[src/cs_pkg.sv]
package cs_pkg;
	// ----------------------------------------
	// register map (byte addresses)
	// ----------------------------------------
	localparam logic [7:0] base_off = 8'h00; // select_base 0..3 at 0x00..0x0c
	localparam logic [7:0] option_off = 8'h10; // select_option 0..3 at 0x10..0x1c
	localparam logic [7:0] ctl_off = 8'h20; // system_control_word control bits
	localparam logic [7:0] stat_off = 8'h24; // system_control_word status bits
	localparam int num_sel = 4;

	// ----------------------------------------
	// field positions
	// ----------------------------------------
	localparam int fld_space_hi = 15;
	localparam int fld_space_lo = 13;
	localparam int fld_addr_hi = 12;
	localparam int fld_addr_lo = 2;
	localparam int fld_dir = 1; // direction bit (base) / direction_ignore_ctl (option)
	localparam int fld_en = 0; // enable (base) / space_compare_on (option)
	localparam int ctl_err_on = 0; // protect_violation_err_on
	localparam int ctl_extra_wait = 1; // outside_master_extra_wait
	localparam int stat_violation = 0; // protect_violation_flag

	// ----------------------------------------
	// reset values and codes
	// ----------------------------------------
	localparam logic [15:0] base_rst = 16'hc000; // space 110, addr 0, read only, off
	localparam logic [15:0] option_rst = 16'hdffd; // six waits, 8K mask, dir ignored, space compare on
	localparam logic [2:0] ack_external = 3'b111;
	localparam logic [2:0] space_never = 3'b111;
	localparam logic [1:0] resp_okay = 2'b00;
	localparam logic [1:0] resp_slverr = 2'b10;

	// ----------------------------------------
	// bus cycle seen by the decoder
	// ----------------------------------------
	typedef struct packed {
		logic strobe; // address strobe, level, high for the whole cycle
		logic write; // 1 write, 0 read
		logic outside; // cycle run by an external master
		logic [2:0] space; // function code lines
		logic [23:0] addr;
	} cycle_t;

	typedef enum logic [2:0] {
		st_idle = 3'b001,
		st_wait = 3'b010,
		st_hold = 3'b100
	} state_t;
endpackage
[src/chip_select_wait_state_decoder.sv]
// The register offsets and the AXI4-Lite register port were left to the implementer.
`timescale 1ns/100ps
// Notes on behaviour
// - direction bit 0 reads only, 1 writes only
// - direction bits reset to zero, read only
// - direction_ignore_ctl 0 ignores direction; resets 0
// - write to read-only region flags, optional error
// - disabled select never asserts; enabled decodes
// - after reset only select 0 enabled
// - disabled-processor reset disables all four selects
// - parameters change while select stays enabled
// - ack code 0..6 waits, 111 external
// - external code: device leaves acknowledge undriven
// - ack field resets to six waits
// - waits counted on internal clock, all masters
// - zero waits: acknowledge together with select
// - mask bit 0 don't care, 1 must match
// - mask bits reset to ones, 8K boot block
// - space_compare_on 0 skips space check; resets 1
// - space code 111 never asserts any select
// - only address bits 23..13 compared
// - read-only write flags, select stays off
// - overlap: lowest numbered select wins
// - extra wait for outside master when set
module chip_select_wait_state_decoder (
	// clock and reset
	input wire logic aclk,
	input wire logic aresetn,
	// strap sampled during reset
	input wire logic cpu_disabled_mode,
	// axi4-lite write address
	input wire logic awvalid,
	output logic awready,
	input wire logic [7:0] awaddr,
	input wire logic [2:0] awprot,
	// axi4-lite write data
	input wire logic wvalid,
	output logic wready,
	input wire logic [31:0] wdata,
	input wire logic [3:0] wstrb,
	// axi4-lite write response
	output logic bvalid,
	input wire logic bready,
	output logic [1:0] bresp,
	// axi4-lite read address
	input wire logic arvalid,
	output logic arready,
	input wire logic [7:0] araddr,
	input wire logic [2:0] arprot,
	// axi4-lite read data
	output logic rvalid,
	input wire logic rready,
	output logic [31:0] rdata,
	output logic [1:0] rresp,
	// bus cycle from the masters
	input wire cs_pkg::cycle_t cycle,
	input wire logic ext_ack_in,
	// towards memories and masters
	output logic [3:0] select_n,
	output logic ack_out,
	output logic ack_oe,
	output logic berr_out
);
	// ----------------------------------------
	// register storage
	// ----------------------------------------
	logic [15:0] base_ff [cs_pkg::num_sel];
	logic [15:0] option_ff [cs_pkg::num_sel];
	logic err_on_ff;
	logic extra_wait_ff;
	logic violation_ff;

	// ----------------------------------------
	// axi4-lite slave state
	// ----------------------------------------
	logic aw_held_ff;
	logic w_held_ff;
	logic [7:0] aw_addr_ff;
	logic [31:0] w_data_ff;
	logic [3:0] w_strb_ff;
	logic bvalid_ff;
	logic [1:0] bresp_ff;
	logic rvalid_ff;
	logic [31:0] rdata_ff;
	logic [1:0] rresp_ff;

	// ----------------------------------------
	// decoder state
	// ----------------------------------------
	cs_pkg::state_t state_ff;
	cs_pkg::state_t nxt_state;
	logic [3:0] select_n_ff;
	logic ack_ff;
	logic ack_oe_ff;
	logic berr_ff;
	logic [3:0] wait_ff;

	// ----------------------------------------
	// write decode
	// ----------------------------------------
	wire aw_take = awvalid && !aw_held_ff;
	wire w_take = wvalid && !w_held_ff;
	wire do_write = aw_held_ff && w_held_ff && !bvalid_ff;
	wire [3:0] wr_idx = aw_addr_ff[5:2];
	wire wr_base = (aw_addr_ff[7:5] == 3'b000) && (aw_addr_ff[4] == 1'b0);
	wire wr_option = (aw_addr_ff[7:5] == 3'b000) && (aw_addr_ff[4] == 1'b1);
	wire wr_ctl = (aw_addr_ff == cs_pkg::ctl_off);
	wire wr_stat = (aw_addr_ff == cs_pkg::stat_off);
	wire wr_hit = wr_base || wr_option || wr_ctl || wr_stat;
	wire [1:0] wr_sel = wr_idx[1:0];
	wire [15:0] wr_mask = {{8{w_strb_ff[1]}}, {8{w_strb_ff[0]}}};

	// ----------------------------------------
	// read decode
	// ----------------------------------------
	wire ar_take = arvalid && !rvalid_ff;
	wire [1:0] rd_sel = araddr[3:2];
	wire rd_base = (araddr[7:5] == 3'b000) && (araddr[4] == 1'b0);
	wire rd_option = (araddr[7:5] == 3'b000) && (araddr[4] == 1'b1);
	wire rd_ctl = (araddr == cs_pkg::ctl_off);
	wire rd_stat = (araddr == cs_pkg::stat_off);
	wire rd_hit = rd_base || rd_option || rd_ctl || rd_stat;
	wire [15:0] rd_word = rd_base ? base_ff[rd_sel] :
		rd_option ? option_ff[rd_sel] :
		rd_ctl ? {14'h0000, extra_wait_ff, err_on_ff} :
		rd_stat ? {15'h0000, violation_ff} : 16'h0000;

	// ----------------------------------------
	// per-select match, one generate loop
	// ----------------------------------------
	wire idle_start = (state_ff == cs_pkg::st_idle) && cycle.strobe;
	wire space_ok = (cycle.space != cs_pkg::space_never);
	logic [3:0] region_hit;
	logic [3:0] dir_bad;
	logic [3:0] grant_hit;

	genvar g;
	generate
		for (g = 0; g < cs_pkg::num_sel; g++) begin : g_sel
			wire [10:0] base_a = base_ff[g][cs_pkg::fld_addr_hi:cs_pkg::fld_addr_lo];
			wire [10:0] mask_a = option_ff[g][cs_pkg::fld_addr_hi:cs_pkg::fld_addr_lo];
			// only a23..a13 take part, masked bits are don't care
			wire addr_ok = ((cycle.addr[23:13] ^ base_a) & mask_a) == 11'h000;
			wire fc_ok = !option_ff[g][cs_pkg::fld_en] ||
				(cycle.space == base_ff[g][cs_pkg::fld_space_hi:cs_pkg::fld_space_lo]);
			wire dir_on = option_ff[g][cs_pkg::fld_dir];
			wire dir_ok = !dir_on || (base_ff[g][cs_pkg::fld_dir] == cycle.write);
			// region matches apart from direction
			assign region_hit[g] = base_ff[g][cs_pkg::fld_en] && addr_ok && fc_ok && space_ok;
			assign grant_hit[g] = region_hit[g] && dir_ok;
			// write into a read-only region
			assign dir_bad[g] = region_hit[g] && dir_on && !base_ff[g][cs_pkg::fld_dir] &&
				cycle.write;
		end
	endgenerate

	// ----------------------------------------
	// priority: select 0 highest
	// ----------------------------------------
	wire [3:0] pick = grant_hit & (~grant_hit + 4'h1);
	wire [1:0] pick_idx = pick[0] ? 2'd0 : pick[1] ? 2'd1 : pick[2] ? 2'd2 : 2'd3;
	wire [2:0] pick_code = option_ff[pick_idx][cs_pkg::fld_space_hi:cs_pkg::fld_space_lo];
	wire pick_ext = (pick_code == cs_pkg::ack_external);
	wire pick_extra = extra_wait_ff && cycle.outside;
	wire [3:0] pick_waits = {1'b0, pick_code} + {3'b000, pick_extra};
	wire any_pick = |grant_hit;
	wire violation_evt = idle_start && (|dir_bad);

	// ----------------------------------------
	// next decoder state
	// ----------------------------------------
	always_comb begin
		nxt_state = state_ff;
		case (state_ff)
			cs_pkg::st_idle: begin
				if (cycle.strobe) begin
					if (any_pick && !pick_ext && (pick_waits != 4'h0)) begin
						nxt_state = cs_pkg::st_wait;
					end else begin
						nxt_state = cs_pkg::st_hold;
					end
				end
			end
			cs_pkg::st_wait: begin
				if (!cycle.strobe) begin
					nxt_state = cs_pkg::st_idle;
				end else if (wait_ff == 4'h1) begin
					nxt_state = cs_pkg::st_hold;
				end
			end
			cs_pkg::st_hold: begin
				if (!cycle.strobe) begin
					nxt_state = cs_pkg::st_idle;
				end
			end
			default: nxt_state = cs_pkg::st_idle;
		endcase
	end

	// ----------------------------------------
	// decoder registers
	// ----------------------------------------
	// waits counted in aclk cycles whoever owns the bus
	always_ff @(posedge aclk) begin
		if (!aresetn) begin
			state_ff <= cs_pkg::st_idle;
			select_n_ff <= 4'hf;
			ack_ff <= 1'b0;
			ack_oe_ff <= 1'b0;
			berr_ff <= 1'b0;
			wait_ff <= 4'h0;
		end else begin
			state_ff <= nxt_state;
			if (idle_start) begin
				select_n_ff <= ~pick;
				wait_ff <= pick_waits;
				ack_oe_ff <= any_pick && !pick_ext;
				ack_ff <= any_pick && !pick_ext && (pick_waits == 4'h0);
				berr_ff <= violation_evt && err_on_ff;
			end else if (state_ff == cs_pkg::st_wait && cycle.strobe) begin
				wait_ff <= wait_ff - 4'h1;
				ack_ff <= (wait_ff == 4'h1);
			end else if (!cycle.strobe) begin
				select_n_ff <= 4'hf;
				ack_ff <= 1'b0;
				ack_oe_ff <= 1'b0;
				berr_ff <= 1'b0;
			end
		end
	end

	// ----------------------------------------
	// select registers
	// ----------------------------------------
	// writes land at once, even on an enabled select
	generate
		for (g = 0; g < cs_pkg::num_sel; g++) begin : g_reg
			always_ff @(posedge aclk) begin
				if (!aresetn) begin
					base_ff[g] <= cs_pkg::base_rst;
					if (g == 0) begin
						base_ff[g][cs_pkg::fld_en] <= !cpu_disabled_mode;
					end
					option_ff[g] <= cs_pkg::option_rst;
				end else if (do_write && wr_sel == 2'(g)) begin
					if (wr_base) begin
						base_ff[g] <= (base_ff[g] & ~wr_mask) | (w_data_ff[15:0] & wr_mask);
					end
					if (wr_option) begin
						option_ff[g] <= (option_ff[g] & ~wr_mask) | (w_data_ff[15:0] & wr_mask);
					end
				end
			end
		end
	endgenerate

	// ----------------------------------------
	// control and status bits
	// ----------------------------------------
	// a new violation beats a clear in the same cycle
	always_ff @(posedge aclk) begin
		if (!aresetn) begin
			err_on_ff <= 1'b0;
			extra_wait_ff <= 1'b0;
			violation_ff <= 1'b0;
		end else begin
			if (do_write && wr_ctl && w_strb_ff[0]) begin
				err_on_ff <= w_data_ff[cs_pkg::ctl_err_on];
				extra_wait_ff <= w_data_ff[cs_pkg::ctl_extra_wait];
			end
			if (violation_evt) begin
				violation_ff <= 1'b1;
			end else if (do_write && wr_stat && w_strb_ff[0] && w_data_ff[cs_pkg::stat_violation]) begin
				violation_ff <= 1'b0;
			end
		end
	end

	// ----------------------------------------
	// axi4-lite write channels
	// ----------------------------------------
	// address and data are held independently, either may come first
	always_ff @(posedge aclk) begin
		if (!aresetn) begin
			aw_held_ff <= 1'b0;
			w_held_ff <= 1'b0;
			aw_addr_ff <= 8'h00;
			w_data_ff <= 32'h0000_0000;
			w_strb_ff <= 4'h0;
			bvalid_ff <= 1'b0;
			bresp_ff <= cs_pkg::resp_okay;
		end else begin
			if (aw_take) begin
				aw_held_ff <= 1'b1;
				aw_addr_ff <= awaddr;
			end
			if (w_take) begin
				w_held_ff <= 1'b1;
				w_data_ff <= wdata;
				w_strb_ff <= wstrb;
			end
			if (do_write) begin
				bvalid_ff <= 1'b1;
				bresp_ff <= wr_hit ? cs_pkg::resp_okay : cs_pkg::resp_slverr;
			end else if (bvalid_ff && bready) begin
				bvalid_ff <= 1'b0;
				aw_held_ff <= 1'b0;
				w_held_ff <= 1'b0;
			end
		end
	end

	// ----------------------------------------
	// axi4-lite read channels
	// ----------------------------------------
	always_ff @(posedge aclk) begin
		if (!aresetn) begin
			rvalid_ff <= 1'b0;
			rdata_ff <= 32'h0000_0000;
			rresp_ff <= cs_pkg::resp_okay;
		end else if (ar_take) begin
			rvalid_ff <= 1'b1;
			rdata_ff <= {16'h0000, rd_word};
			rresp_ff <= rd_hit ? cs_pkg::resp_okay : cs_pkg::resp_slverr;
		end else if (rvalid_ff && rready) begin
			rvalid_ff <= 1'b0;
		end
	end

	// ----------------------------------------
	// outputs
	// ----------------------------------------
	// each write ready only while its own channel holds nothing, so a stuck response stalls new writes
	assign awready = !aw_held_ff;
	assign wready = !w_held_ff;
	assign bvalid = bvalid_ff;
	assign bresp = bresp_ff;
	assign arready = !rvalid_ff;
	assign rvalid = rvalid_ff;
	assign rdata = rdata_ff;
	assign rresp = rresp_ff;
	assign select_n = select_n_ff;
	assign ack_out = ack_ff;
	assign ack_oe = ack_oe_ff;
	assign berr_out = berr_ff;
endmodule

[config.mk]
export PLATFORM = sky130hd
export DESIGN_NAME = chip_select_wait_state_decoder
export DESIGN_NICKNAME = d
export VERILOG_FILES = /design/src/cs_pkg.sv /design/src/chip_select_wait_state_decoder.sv
export SDC_FILE = /design/constraint.sdc
export NUM_CORES = 1
export LEC_CHECK = 0
export BUFFER_PORTS_ARGS = -buffer_cell sky130_fd_sc_hd__buf_2
export CAP_MARGIN = 20
export CORE_MARGIN = 2
export CORE_UTILIZATION = 63
export CTS_CLUSTER_DIAMETER = 30
export CTS_CLUSTER_SIZE = 16
export DETAILED_ROUTE_END_ITERATION = 8
export PLACE_DENSITY_LB_ADDON = 0.1
export SETUP_SLACK_MARGIN = 0.3
export SLEW_MARGIN = 20
export SYNTH_ARGS = -nofsm -noshare
export SYNTH_HDL_FRONTEND = slang
export SYNTH_SLANG_ARGS = --single-unit
[constraint.sdc]
create_clock -name aclk -period 5.13 [get_ports aclk]
set_input_delay 0.513 -clock aclk [delete_from_list [all_inputs] [get_ports aclk]]
set_output_delay 0.513 -clock aclk [all_outputs]
set_load 0.05 [all_outputs]
## Yosys cells after proc, flatten, opt, wreduce, memory -nomap -nowiden

Memories as Yosys holds them, arrays and structs flattened.
Cells that the tools add are included.

| word-level totals | value |
|---|---|
| register bits | 67 |
| memory bits (writable) | 128 |
| input bits | 97 |
| word-level logic and storage cells | 272 |
| output and inout port bits | 48 |
| memories kept | 2 |

| cells by class | value |
|---|---|
| $add $sub $neg | 3 |
| multiplexer cells | 75 |
| bitwise logic cells | 41 |
| reductions and logical operators | 105 |
| eq/ne operators | 27 |

Memories:

| memory | words | width | read ports | clocked after Yosys merged registers in | write ports | RTL line | source |
|---|---|---|---|---|---|---|---|
| base_ff | 4 | 16 | 5 | 0 | 4 | chip_select_wait_state_decoder.sv:67 | `logic [15:0] base_ff [cs_pkg::num_sel];` |
| option_ff | 4 | 16 | 6 | 0 | 4 | chip_select_wait_state_decoder.sv:68 | `logic [15:0] option_ff [cs_pkg::num_sel];` |

Operators by type and width:

| kind | number |
|---|---|
| AND 16 bit | 9 |
| 2-to-1 mux 16 bit | 9 |
| OR 16 bit | 8 |
| logical AND 1 bit | 56 |
| 2-to-1 mux 1 bit | 49 |
| AND 11 bit | 4 |
| logical NOT 11 bit | 4 |
| XOR 11 bit | 4 |
| == test 8 x 6 -> 1 bit (second input constant) | 4 |
| 2-to-1 mux 4 bit | 5 |
| logical NOT 1 bit | 18 |
| inverter 16 bit | 1 |
| 2-to-1 mux 15 bit | 1 |
| 2-to-1 mux 3 bit | 5 |
| logical OR 1 bit | 14 |
| == test 3 bit | 4 |
| 2-to-1 mux 2 bit | 5 |
| OR 1 bit | 10 |
| one-hot mux 3 bit (3 select lines) | 1 |
| inverter 4 bit | 2 |
| nonzero test 2 bit | 4 |
| OR reduction 4 bit | 2 |
| == test 3 bit (second input constant) | 2 |
| logical NOT 3 bit | 2 |
| 20 further kinds | 28 |

## Logic depth before layout (Yosys ltp)

Gate-level depths: netlist (run 1).
An unclocked memory read counts as a cell.

| depth | value |
|---|---|
| depth after elaboration | 22 |
| depth in mapped cells | 17 |
| mapped depth without buffers | 15 |

## Worst setup path after synthesis (run 1)

No wires, ideal clock.

| path | value |
|---|---|
| path kind | input port to flip-flop |
| from | in cycle[26] (netlist name) |
| to | reg state_ff[1] |
| library setup time | 0.115 ns |
| arrival | 3.359 ns |
| path buffers | 1 |
| slack | 1.656 ns |
| stages on the path | 15 |
| data required time | 5.015 ns |
| path through | buf_6 -> and3_4 -> a211oi_1 -> nand4_2 -> nor3_2 -> a311o_1 -> nand2_1 -> ha_1 -> ha_1 -> nor3_1 -> o31ai_1 -> nor4_1 -> a211oi_2 -> o311a_1 -> o21a_1 |

| on the way | value |
|---|---|
| word-level cells in the longest chain between the ends | 19 |
| elaborated cells between the ends (all ways) | 38 |
| classes of those cells | add/sub: 2; eq/ne: 6; mux: 6; bitwise: 2; reduce/logical: 21; memory: 1 |

Ends and longest elaborated chain:

| item | RTL line | source |
|---|---|---|
| start, declared | chip_select_wait_state_decoder.sv:56 | `input wire cs_pkg::cycle_t cycle,` |
| parallel branches: the longest is 15 deep, another holds memory read (4 x 16 bit) | n/a |  |
| logical AND 1 bit * | chip_select_wait_state_decoder.sv:177 | `if (any_pick && !pick_ext && (pick_waits != 4'h0)) begin` |
| 2-to-1 mux 3 bit * | chip_select_wait_state_decoder.sv:177 |  |
| 2-to-1 mux 3 bit * | chip_select_wait_state_decoder.sv:176 | `if (cycle.strobe) begin` |
| one-hot mux 3 bit (3 select lines) * | chip_select_wait_state_decoder.sv:174 | `case (state_ff)` |
| end signal, assigned | chip_select_wait_state_decoder.sv:206 | `state_ff <= cs_pkg::st_idle;` |
| end signal, assigned | chip_select_wait_state_decoder.sv:213 | `state_ff <= nxt_state;` |
| end, declared | chip_select_wait_state_decoder.sv:90 | `cs_pkg::state_t state_ff;` |

Mark *: on every way between the ends. The select of a mux whose other input is x is not followed.
A chain may end at the register's enable or synchronous reset.

==> run metrics, run 1 <==
run status=completed; RSZ-0062 raised after global routing=no; Storage cell area=0.00514 sq mm; most common cell after layout, fill and taps aside=nand2_1; Worst Path Required=roughly 5.5 ns; Final setup viols=0; Final GP Congestion=0.904; crit path max fanout=7; drt pass-1 iters=6; Post-Synth XOR/XNOR Area=5.36%; Final Slew Violations=0; VDD IR max=about 0.27 mV; antenna fix cells=0; multiplexer share of the synthesized area=9.52%; Clock Latency Late Sink=0.44 ns; simple-gate share of the synthesized area=a little under a fifth; pin count of the biggest net entering global routing=83; Die Ht=134 microns; DIE AREA=0.0179 sq mm; hpwl dp=18700 microns; vias in the first global route=~7600; Avg Inst Size Synth=10.6 sq um; Starting Density=64.1%; Seq cells post-synth=193; Switch Pwr=0.904 mW; Internal Dissipation=2.57 mW; Fmax=247 MHz; Final nets=1166; Routed WL=28200 microns; Pwr Total=3.47 mW; crit-path leading delay family=simple AND/OR/NAND/NOR gates; Distinct cells, synth=70; Slowest-stage cell, CP=nor3_2; first-pass GRT wire length=43400 microns; die width=134 microns; CTS Root Cell=clkbuf_16; Synth Instances=1002; Setup Crit Path Kind=flop to flop; clk sinks=193; Leak Pwr=4.27 nW; row count=47; Min-Delay Path Depth=2; Syn Std Cell Area=0.0106 sq mm; Post-Synth Adder-Cell Area=less than 1%; crit share post-route=78.9%; DR iter-0 viols=1178; clk buf depth=2; Comb power frac=11.8%; number of remaining DRC errors=0; worst hold path startpoint=awvalid; CTS buffer count=17; layout cell share with drive strength beyond 1=a little under a fifth; fin crit period=4.05 ns; part of the power in the clock network=38.2%; # IOs=145; number of enable flip-flop cells after synthesis=128; Async SR Flop Fraction=0%; final hold vios=0; Area Growth Syn to Fin=10.3%; sequential share of power=between 50 and 60%; CTS resizes=0; Arr. time, crit path=approximately 4.4 ns; Worst Path Buf+Inv=0; via count=8206; Post-Route Utilization=between 70 and 80%; Core Area=0.0165 sq mm; GRT Total Usage=32.2%; synth warn=0; largest family of logic cells by synthesized area=simple AND/OR/NAND/NOR gates; hold endpoint=aw_held_ff; Clock transition at path regs=0.07 ns; worst reg2reg path depth=14; Reg2Reg Launch Point=base_ff[0][15]; Seq/Total Area, Yosys=48.6%; CP startpoint kind=flop; port buffer count=88; wire length per cell=21.7 microns; Hold Path Class=primary input to flop; TritonCTS clock tree=done; capturing point of the worst reg2reg path=state_ff[1]; Compound-Gate Fraction of Synth Area=12.7%; max_cap viols=0; register-to-register setup slack=about 1.1 ns; global route overflow=0; initial antenna violation count=0; Slew @ Worst Pin=0.990 ns; Relative slew margins=33.7%; H-tree lvl count=4; Setup TNS Final=0 ns; ys flop type=edfxtp_1; fill cell count=around 1300; Crit. End Element=flop; sw frac=between 20% and 30%; Final Skew=just under 0.009 ns; Post-CTS Setup Inserts=0; hold_buf cts=0; Worst path max stage delay=0.48 ns; Post-DRT Antenna Nets=0; PwrDens=297 mW/mm^2; Vias per Instance=6.33; CP Cell Sequence=xor2_1 > o31ai_1 > nand3_2 > nor3_2 > a311o_1 > nand2_1 > ha_1 > ha_1 > nor3_1 > o31ai_1 > nor4_1 > a211oi_2 > o311a_1 > o21a_1; most frequent cells in the layout=152 x nand2_1, 128 x edfxtp_1, 88 x buf_2; Multi-input gate area=0.00504 sq mm
final cells by class:
type / instances / area share, %
Clock inverter: 13 / 1.16
Multi-Input combinational cell: 730 / 43.2
Tap cell: 220 / 2.36
Clock buffer: 18 / 3.76
Sequential cell: 193 / 44.1
Timing Repair Buffer: 104 / 4.86
Inverter: 19 / 0.611
cells in the mapped netlist (4+ instances only):
cell type / instances / area, sq um
nand3b_1: 6 / 45.0
nand2_1: 152 / 571
mux2_2: 14 / 158
buf_1: 5 / 18.8
nand2b_1: 69 / 432
inv_1: 17 / 63.8
o211a_1: 5 / 50.1
or3_1: 6 / 37.5
nand3_1: 68 / 340
nor2b_1: 30 / 188
clkbuf_1: 46 / 173
edfxtp_1: 128 / 3840
dfxtp_1: 65 / 1300
a211oi_1: 5 / 37.5
nand4_1: 6 / 37.5
nor3_1: 15 / 75.1
a21oi_1: 61 / 305
mux4_2: 32 / 721
ha_1: 4 / 50.1
nor4_1: 7 / 43.8
buf_6: 6 / 67.6
xor2_1: 60 / 526
o31ai_1: 4 / 30.0
nor2_1: 22 / 82.6
mux2i_1: 13 / 130
o21ai_0: 16 / 80.1
a21boi_0: 26 / 195
buf_4: 19 / 143
o21a_1: 7 / 52.6
a22oi_1: 31 / 233
worst max-delay path by stage:
stage / start / to / slack (ns) / cells after the start
5_1_grt: base_ff[0][7] / state_ff[1] / 0.80 / 14
2_1_floorplan: cycle[26] / state_ff[1] / 1.66 / 15
4_1_cts: base_ff[0][7] / state_ff[1] / 1.16 / 14
3_5_place_dp: cycle[25] / state_ff[1] / 1.02 / 15
6_report: base_ff[0][15] / state_ff[1] / 1.08 / 14
3_3_place_gp: cycle[26] / state_ff[1] / 1.09 / 15
cell families after synthesis:
logic type,Yosys count
other cells,1
simple gates,396
buf+inv,96
compound gates,189
fa+ha+maj,4
flops,193
xor+xnor,64
mux,59
flip-flops by register name, summed over array words and instances, names as in the netlist, 2 cells and up, named ones only:
name / count
rdata: 16
w_strb_ff: 2
select_n: 4
aw_addr_ff: 8
state_ff: 3
wait_ff: 4
base_ff: 63
option_ff: 64
w_data_ff: 16
power groups by stage:
| stage | Sequential, mW | Combinational [mW] | Clock, mW |
|---|---|---|---|
| final | 1.74 | 0.408 | 1.32 |
| after global routing | 1.74 | 0.439 | 1.38 |
| after CTS | 1.74 | 0.404 | 1.33 |
| after detailed placement | 1.77 | 0.401 | 0 |
| after global placement | 1.77 | 0.396 | 0 |
| after floorplan | 1.78 | 0.286 | 0 |
stage by stage:
| stage | setup WS, ns | hold WS, ns | instances | area (sq um) |
|---|---|---|---|---|
| after floorplan | 1.66 | 0.444 | 1019 | 10700 |
| after global placement | 1.09 | 0.452 | 1265 | 11100 |
| after detailed placement | 1.02 | 0.460 | 1265 | 11100 |
| after CTS | 1.16 | 0.269 | 1296 | 11700 |
| after global routing | 0.805 | 0.290 | 1297 | 11700 |
| final | 1.08 | 0.271 | 1297 | 11700 |
metal layers:
metal | part of all wire, % | global-route usage (%)
met1 | 41 | 45.8
met2 | 47 | 50.3
met3 | 9.3 | 5.82
met4 | 2.7 | 10.9
met5 | 0 | 0
worst register-to-register path, stage by stage, from the launching register on:
cell and delay [ns]:
edfxtp_1 0.43, xor2_1 0.18, o31ai_1 0.43, nand3_2 0.26
nor3_2 0.48, a311o_1 0.23, nand2_1 0.07, ha_1 0.20
ha_1 0.33, nor3_1 0.31, o31ai_1 0.12, nor4_1 0.33
a211oi_2 0.13, o311a_1 0.35, o21a_1 0.10
Note: power is estimated with default switching activity, not from simulation.
==> inputs of run 2 (changes only) <==
--- a/config.mk
+++ b/config.mk
@@ -8,7 +8,7 @@
 export BUFFER_PORTS_ARGS = -buffer_cell sky130_fd_sc_hd__buf_2
 export CAP_MARGIN = 20
 export CORE_MARGIN = 2
-export CORE_UTILIZATION = 63
+export CORE_UTILIZATION = 58
 export CTS_CLUSTER_DIAMETER = 30
 export CTS_CLUSTER_SIZE = 16
 export DETAILED_ROUTE_END_ITERATION = 8
==> constraint.sdc (replaced) <==
create_clock -name aclk -period 4.1 [get_ports aclk]
set_input_delay 0.41 -clock aclk [delete_from_list [all_inputs] [get_ports aclk]]
set_output_delay 0.41 -clock aclk [all_outputs]
set_load 0.05 [all_outputs]
==> run metrics, run 2 (synthesized netlist as in run 1, its figures left out) <==
antenna fix cells=0 (unchanged); final non-filler cell area=0.0118 sq mm (+1.2%); Final GP Congestion=0.871 (-3.6%); clk buf depth=2 (unchanged); run status=completed; # IOs=145 (unchanged); CTS buffer count=17 (unchanged); Post-DRT Antenna Nets=0 (unchanged); CP startpoint kind=flop; Crit. End Element=flop; Final setup viols=0 (unchanged); clk sinks=193 (unchanged); DIE AREA=0.0194 sq mm (+8.4%); Final Skew=0.00795 ns (-0.000965 ns); Starting Density=59.0% (-5.1 points); layout cell share with drive strength beyond 1=19.9% (+0.80 points); # placed instances=1279 (+1.1%); DR iter-0 viols=1018 (-14%); Post-Route Utilization=65.8% (-4.9 points); Core Area=0.0180 sq mm (+8.7%); Hold Path Class=primary input to flop; number of remaining DRC errors=0 (unchanged); die width=139 microns (+4.1%); drt pass-1 iters=5 (-1); largest registers=option_ff (64), base_ff (63); Routed WL=28400 microns (+0.86%); Largest Register=option_ff; Clock transition at path regs=0.07 ns (about the same); max reg flops=64 (unchanged); pin count of the biggest net entering global routing=47 (-43%); PwrDens=379 mW/mm^2 (+27%); Worst Path Required=4.43 ns (-1.04 ns); hpwl dp=19400 microns (+3.6%); crit path max fanout=6 (-1); port buffer count=88 (unchanged); Die Ht=139 microns (+4.1%); final hold vios=0 (unchanged); vias in the first global route=7569 (+0.013%); Slew @ Worst Pin=1.02 ns (+0.0322 ns); most common cell after layout, fill and taps aside=nand2_1; hold_buf cts=0 (unchanged); initial antenna violation count=0 (unchanged); Arr. time, crit path=3.92 ns (-0.47 ns); most frequent cells in the layout=152 x nand2_1, 128 x edfxtp_1, 88 x buf_2; post-route insts no fill=1313 (+1.2%); CTS Root Cell=clkbuf_16; first-pass GRT wire length=43500 microns (+0.37%); Vias per Instance=6.23 (-1.6%); RSZ-0062 raised after global routing=no; fin crit period=3.59 ns (-0.458 ns); Leak Pwr=4.32 nW (+0.97%); GRT Total Usage=29.1% (-3.1 points); Setup TNS Final=0 ns (unchanged); TritonCTS clock tree=done; wire length per cell=21.6 microns (-0.37%); Pwr Total=4.47 mW (+29%); H-tree lvl count=4 (unchanged); Clock Latency Late Sink=0.44 ns (about the same); Final Slew Violations=0 (unchanged); Area Growth Syn to Fin=11.6%; dpl cell area=0.0111 sq mm (+0.40%); Fmax=279 MHz (+13%); VDD IR max=0.326 mV (+21%); Relative slew margins=31.6% (-2.1 points); Final nets=1173 (+0.60%); row count=49 (+4.3%); global route overflow=0 (unchanged); max_cap viols=0 (unchanged); Setup Crit Path Kind=flop to flop; via count=8175 (-0.38%); crit share post-route=87.6% (+8.7 points)
-- run 2: path summary, 6_finish.rpt --
kind,start,endpoint,slack [ns],depth (start not counted)
max reg2reg,base_ff[2][13],state_ff[1],0.51,14
max,base_ff[2][13],state_ff[1],0.51,14
min reg2reg,rresp[1],rresp[1],0.46,2
min,awvalid,aw_held_ff,0.18,2
-- run 2: layer usage --
| layer | vias to the layer above | wire length (microns) | global-route usage [%] |
|---|---|---|---|
| met5 | - | 0 | 0 |
| met4 | 0 | 722 | 9.78 |
| met3 | 50 | 2610 | 5.49 |
| met2 | 480 | 13000 | 44.8 |
| met1 | 3891 | 12100 | 41.9 |
| li1 | 3754 | - | - |
-- run 2: critical path, cell delays in order, from the launching register on --
cell and delay, ns:
edfxtp_1 0.42, xor2_1 0.17, o31ai_2 0.41, and4_4 0.34, nand3_1 0.08, a311o_1 0.40
nand2_1 0.08, ha_1 0.17, ha_1 0.28, nor3_2 0.24, o31ai_1 0.11, nor4_1 0.24
a211oi_2 0.12, o311a_1 0.34, o21a_1 0.10
-- run 2: stage by stage --
stage	hold slack, ns	setup WS [ns]
2_1_floorplan	0.444	0.729
3_3_place_gp	0.448	0.329
3_5_place_dp	0.460	0.253
4_1_cts	0.173	0.372
5_1_grt	0.182	0.255
6_report	0.179	0.510
-- run 2: what timing repair did --
item,in CTS,in global routing
endpoints found under the setup margin,0,1
gates resized for setup,0,6
buffers inserted,0,3
-- run 2: power by group --
group          internal, mW  total, mW  switching [mW]  leakage (nW)
clock                  1.06       1.79           0.726         0.308
sequential             2.12       2.18          0.0570          1.63
combinational         0.178      0.508           0.330          2.38
-- run 2: final cells by class --
class                           count  area, sq um
Inverter                           19         71.3
Timing Repair Buffer              111          613
Clock buffer                       25          551
Clock inverter                      6         88.8
Fill cell                        1453         6140
Multi-Input combinational cell    730         5060
Sequential cell                   193         5150
Tap cell                          229          287
==> inputs of run 3 (changes only) <==
--- a/config.mk
+++ b/config.mk
@@ -12,9 +12,8 @@
 export CTS_CLUSTER_DIAMETER = 30
 export CTS_CLUSTER_SIZE = 16
 export DETAILED_ROUTE_END_ITERATION = 8
-export PLACE_DENSITY_LB_ADDON = 0.1
+export PLACE_DENSITY = 0.88
 export SETUP_SLACK_MARGIN = 0.3
-export SLEW_MARGIN = 20
 export SYNTH_ARGS = -nofsm -noshare
 export SYNTH_HDL_FRONTEND = slang
 export SYNTH_SLANG_ARGS = --single-unit
==> run metrics, run 3 (synthesized netlist as in run 1, its figures left out) <==
run status=completed; Core Area=0.0180 sq mm (unchanged); sequential share of power=50.8% (+2.1 points); Final nets=1174 (+0.085%); first-pass GRT wire length=44200 microns (+1.6%); sw frac=26.4% (+1.6 points); Clock transition at path regs=0.07 ns (about the same); DR iter-0 viols=1227 (+21%); CTS buffer count=17 (unchanged); Crit. End Element=flop; Starting Density=59.0% (unchanged); die width=139 microns (unchanged); Largest Register=option_ff; DIE AREA=0.0194 sq mm (unchanged); drt pass-1 iters=7 (+2); most common cell after layout, fill and taps aside=nand2_1; part of the power in the clock network=37.1% (-2.8 points); fill cell count=1318 (-9.3%); fin crit period=3.74 ns (+0.148 ns); crit path max fanout=4 (-2); Switch Pwr=1.13 mW (+1.9%); final hold vios=0 (unchanged); Leak Pwr=4.30 nW (-0.32%); Die Ht=139 microns (unchanged); Slowest-stage cell, CP=edfxtp_1; antenna fix cells=0 (unchanged); PwrDens=364 mW/mm^2 (-3.8%); worst hold path startpoint=awvalid; Relative slew margins=28.2% (-3.4 points); Arr. time, crit path=4.07 ns (+0.15 ns); final non-filler cell area=0.0118 sq mm (-0.39%); number of remaining DRC errors=0 (unchanged); Post-DRT Antenna Nets=0 (unchanged); most frequent cells in the layout=152 x nand2_1, 128 x edfxtp_1, 88 x buf_2; Setup TNS Final=0 ns (unchanged); Internal Dissipation=3.15 mW (-6.2%); Fmax=268 MHz (-4.0%); global route overflow=0 (unchanged); clk sinks=193 (unchanged); max_cap viols=0 (unchanged); port buffer count=88 (unchanged); crit path from=base_ff[1][4]; Routed WL=29000 microns (+1.9%); Worst Path Required=4.44 ns (about the same); Final Skew=0.00891 ns (+0.000952 ns); crit share post-route=91.2% (+3.6 points); layout cell share with drive strength beyond 1=19.9% (-0.037 points); CTS Root Cell=clkbuf_16; vias in the first global route=8040 (+6.2%); hpwl dp=19200 microns (-0.61%); RSZ-0062 raised after global routing=no; VDD IR max=0.331 mV (+1.6%); TritonCTS clock tree=done; row count=49 (unchanged); max reg flops=64 (unchanged); Final setup viols=0 (unchanged); Final Slew Violations=0 (unchanged); Final GP Congestion=0.909 (+4.4%); Reg2Reg Launch Point=base_ff[1][4]; dpl cell area=0.0111 sq mm (about the same); Clock Latency Late Sink=0.44 ns (about the same); via count=8625 (+5.5%); pin count of the biggest net entering global routing=65 (+38%); Worst path max stage delay=0.43 ns (about the same); GRT Total Usage=29.4% (+0.31 points); CP Cell Sequence=xor2_1 > a211oi_2 > nand4_1 > or2_4 > a311o_1 > nand2_1 > ha_1 > ha_1 > nor3_2 > o31ai_1 > nor4_1 > a211oi_2 > o311a_1 > o21a_1; initial antenna violation count=0 (unchanged); Area Growth Syn to Fin=11.2%; Vias per Instance=6.56 (+5.3%); clk buf depth=2 (unchanged); Setup Crit Path Kind=flop to flop; wire length per cell=22.0 microns (+1.7%); Comb power frac=12.1% (+0.8 points); CP startpoint kind=flop; # IOs=145 (unchanged); largest registers=option_ff (64), base_ff (63); Hold Path Class=primary input to flop; Slew @ Worst Pin=1.08 ns (+0.0530 ns); H-tree lvl count=4 (unchanged)
-- run 3: cell count changes in the layout (fill, tap and decap cells not counted), moves of 2 or more --
| cell | previous run | this run |
|---|---|---|
| a22oi_1 | 28 | 31 |
| inv_4 | 0 | 3 |
| a22oi_2 | 6 | 3 |
| clkbuf_16 | 21 | 18 |
| bufinv_16 | 2 | 0 |
-- run 3: power groups by stage --
stage	registers (mW)	clock network [mW]	logic, mW
2_1_floorplan	2.22	0	0.358
3_3_place_gp	2.22	0	0.484
3_5_place_dp	2.22	0	0.494
4_1_cts	2.18	1.60	0.500
5_1_grt	2.18	1.68	0.553
6_report	2.18	1.59	0.519
-- run 3: final timing paths --
path	slack [ns]	to	cells past startpoint
worst min register to register	0.47	w_data_ff[13]	2
worst max-delay path	0.36	state_ff[1]	14
worst max register to register	0.36	state_ff[1]	14
worst min-delay path	0.18	aw_held_ff	2
-- run 3: layout make-up --
| type | instances | area, sq um | share of cell area [%] |
|---|---|---|---|
| inverter | 19 | 71.3 | 0.606 |
| clock buffer | 22 | 485 | 4.12 |
| clock inverter | 10 | 73.8 | 0.627 |
| multi-input combinational | 730 | 5060 | 43.0 |
| timing repair buffer | 112 | 653 | 5.55 |
| tap | 229 | 287 | 2.43 |
| sequential | 193 | 5140 | 43.7 |
-- run 3: per-stage QoR --
step / setup WS (ns) / hold slack [ns] / util [%] / power [mW] / instances
2_1_floorplan: 0.729 / 0.444 / - / 2.58 / 1019
4_1_cts: 0.434 / 0.182 / 65.1 / 4.28 / 1310
5_1_grt: 0.276 / 0.204 / 65.5 / 4.42 / 1315
6_report: 0.362 / 0.181 / 65.5 / 4.29 / 1315
3_3_place_gp: 0.373 / 0.448 / 62.0 / 2.70 / 1278
3_5_place_dp: 0.367 / 0.462 / 62.0 / 2.71 / 1278
-- run 3: layer usage --
metal | wire, microns | vias to the layer above | track usage, %
li1 | - | 3758 | -
met1 | 10600 | 4067 | 38.7
met5 | 0 | - | 0
met2 | 13600 | 689 | 46.5
met4 | 1250 | 0 | 13.8
met3 | 3570 | 111 | 6.98
-- run 3: worst max-delay path, delay by kind of cell (launching register included) --
| family | cells | cell delay, ns |
|---|---|---|
| DFF | 1 | 0.43 |
| and+or+nand+nor | 5 | 1.33 |
| AOI/OAI and AO/OA | 6 | 1.23 |
| xor gates and xnor gates | 1 | 0.18 |
| adders and majority gates | 2 | 0.45 |
-- run 3: repair_timing --
action	CTS	global route
resized for setup	0	6
endpoints found under the setup margin	0	2
buffers inserted	0	3
endpoints found under the hold margin	0	0
hold buffers	0	0
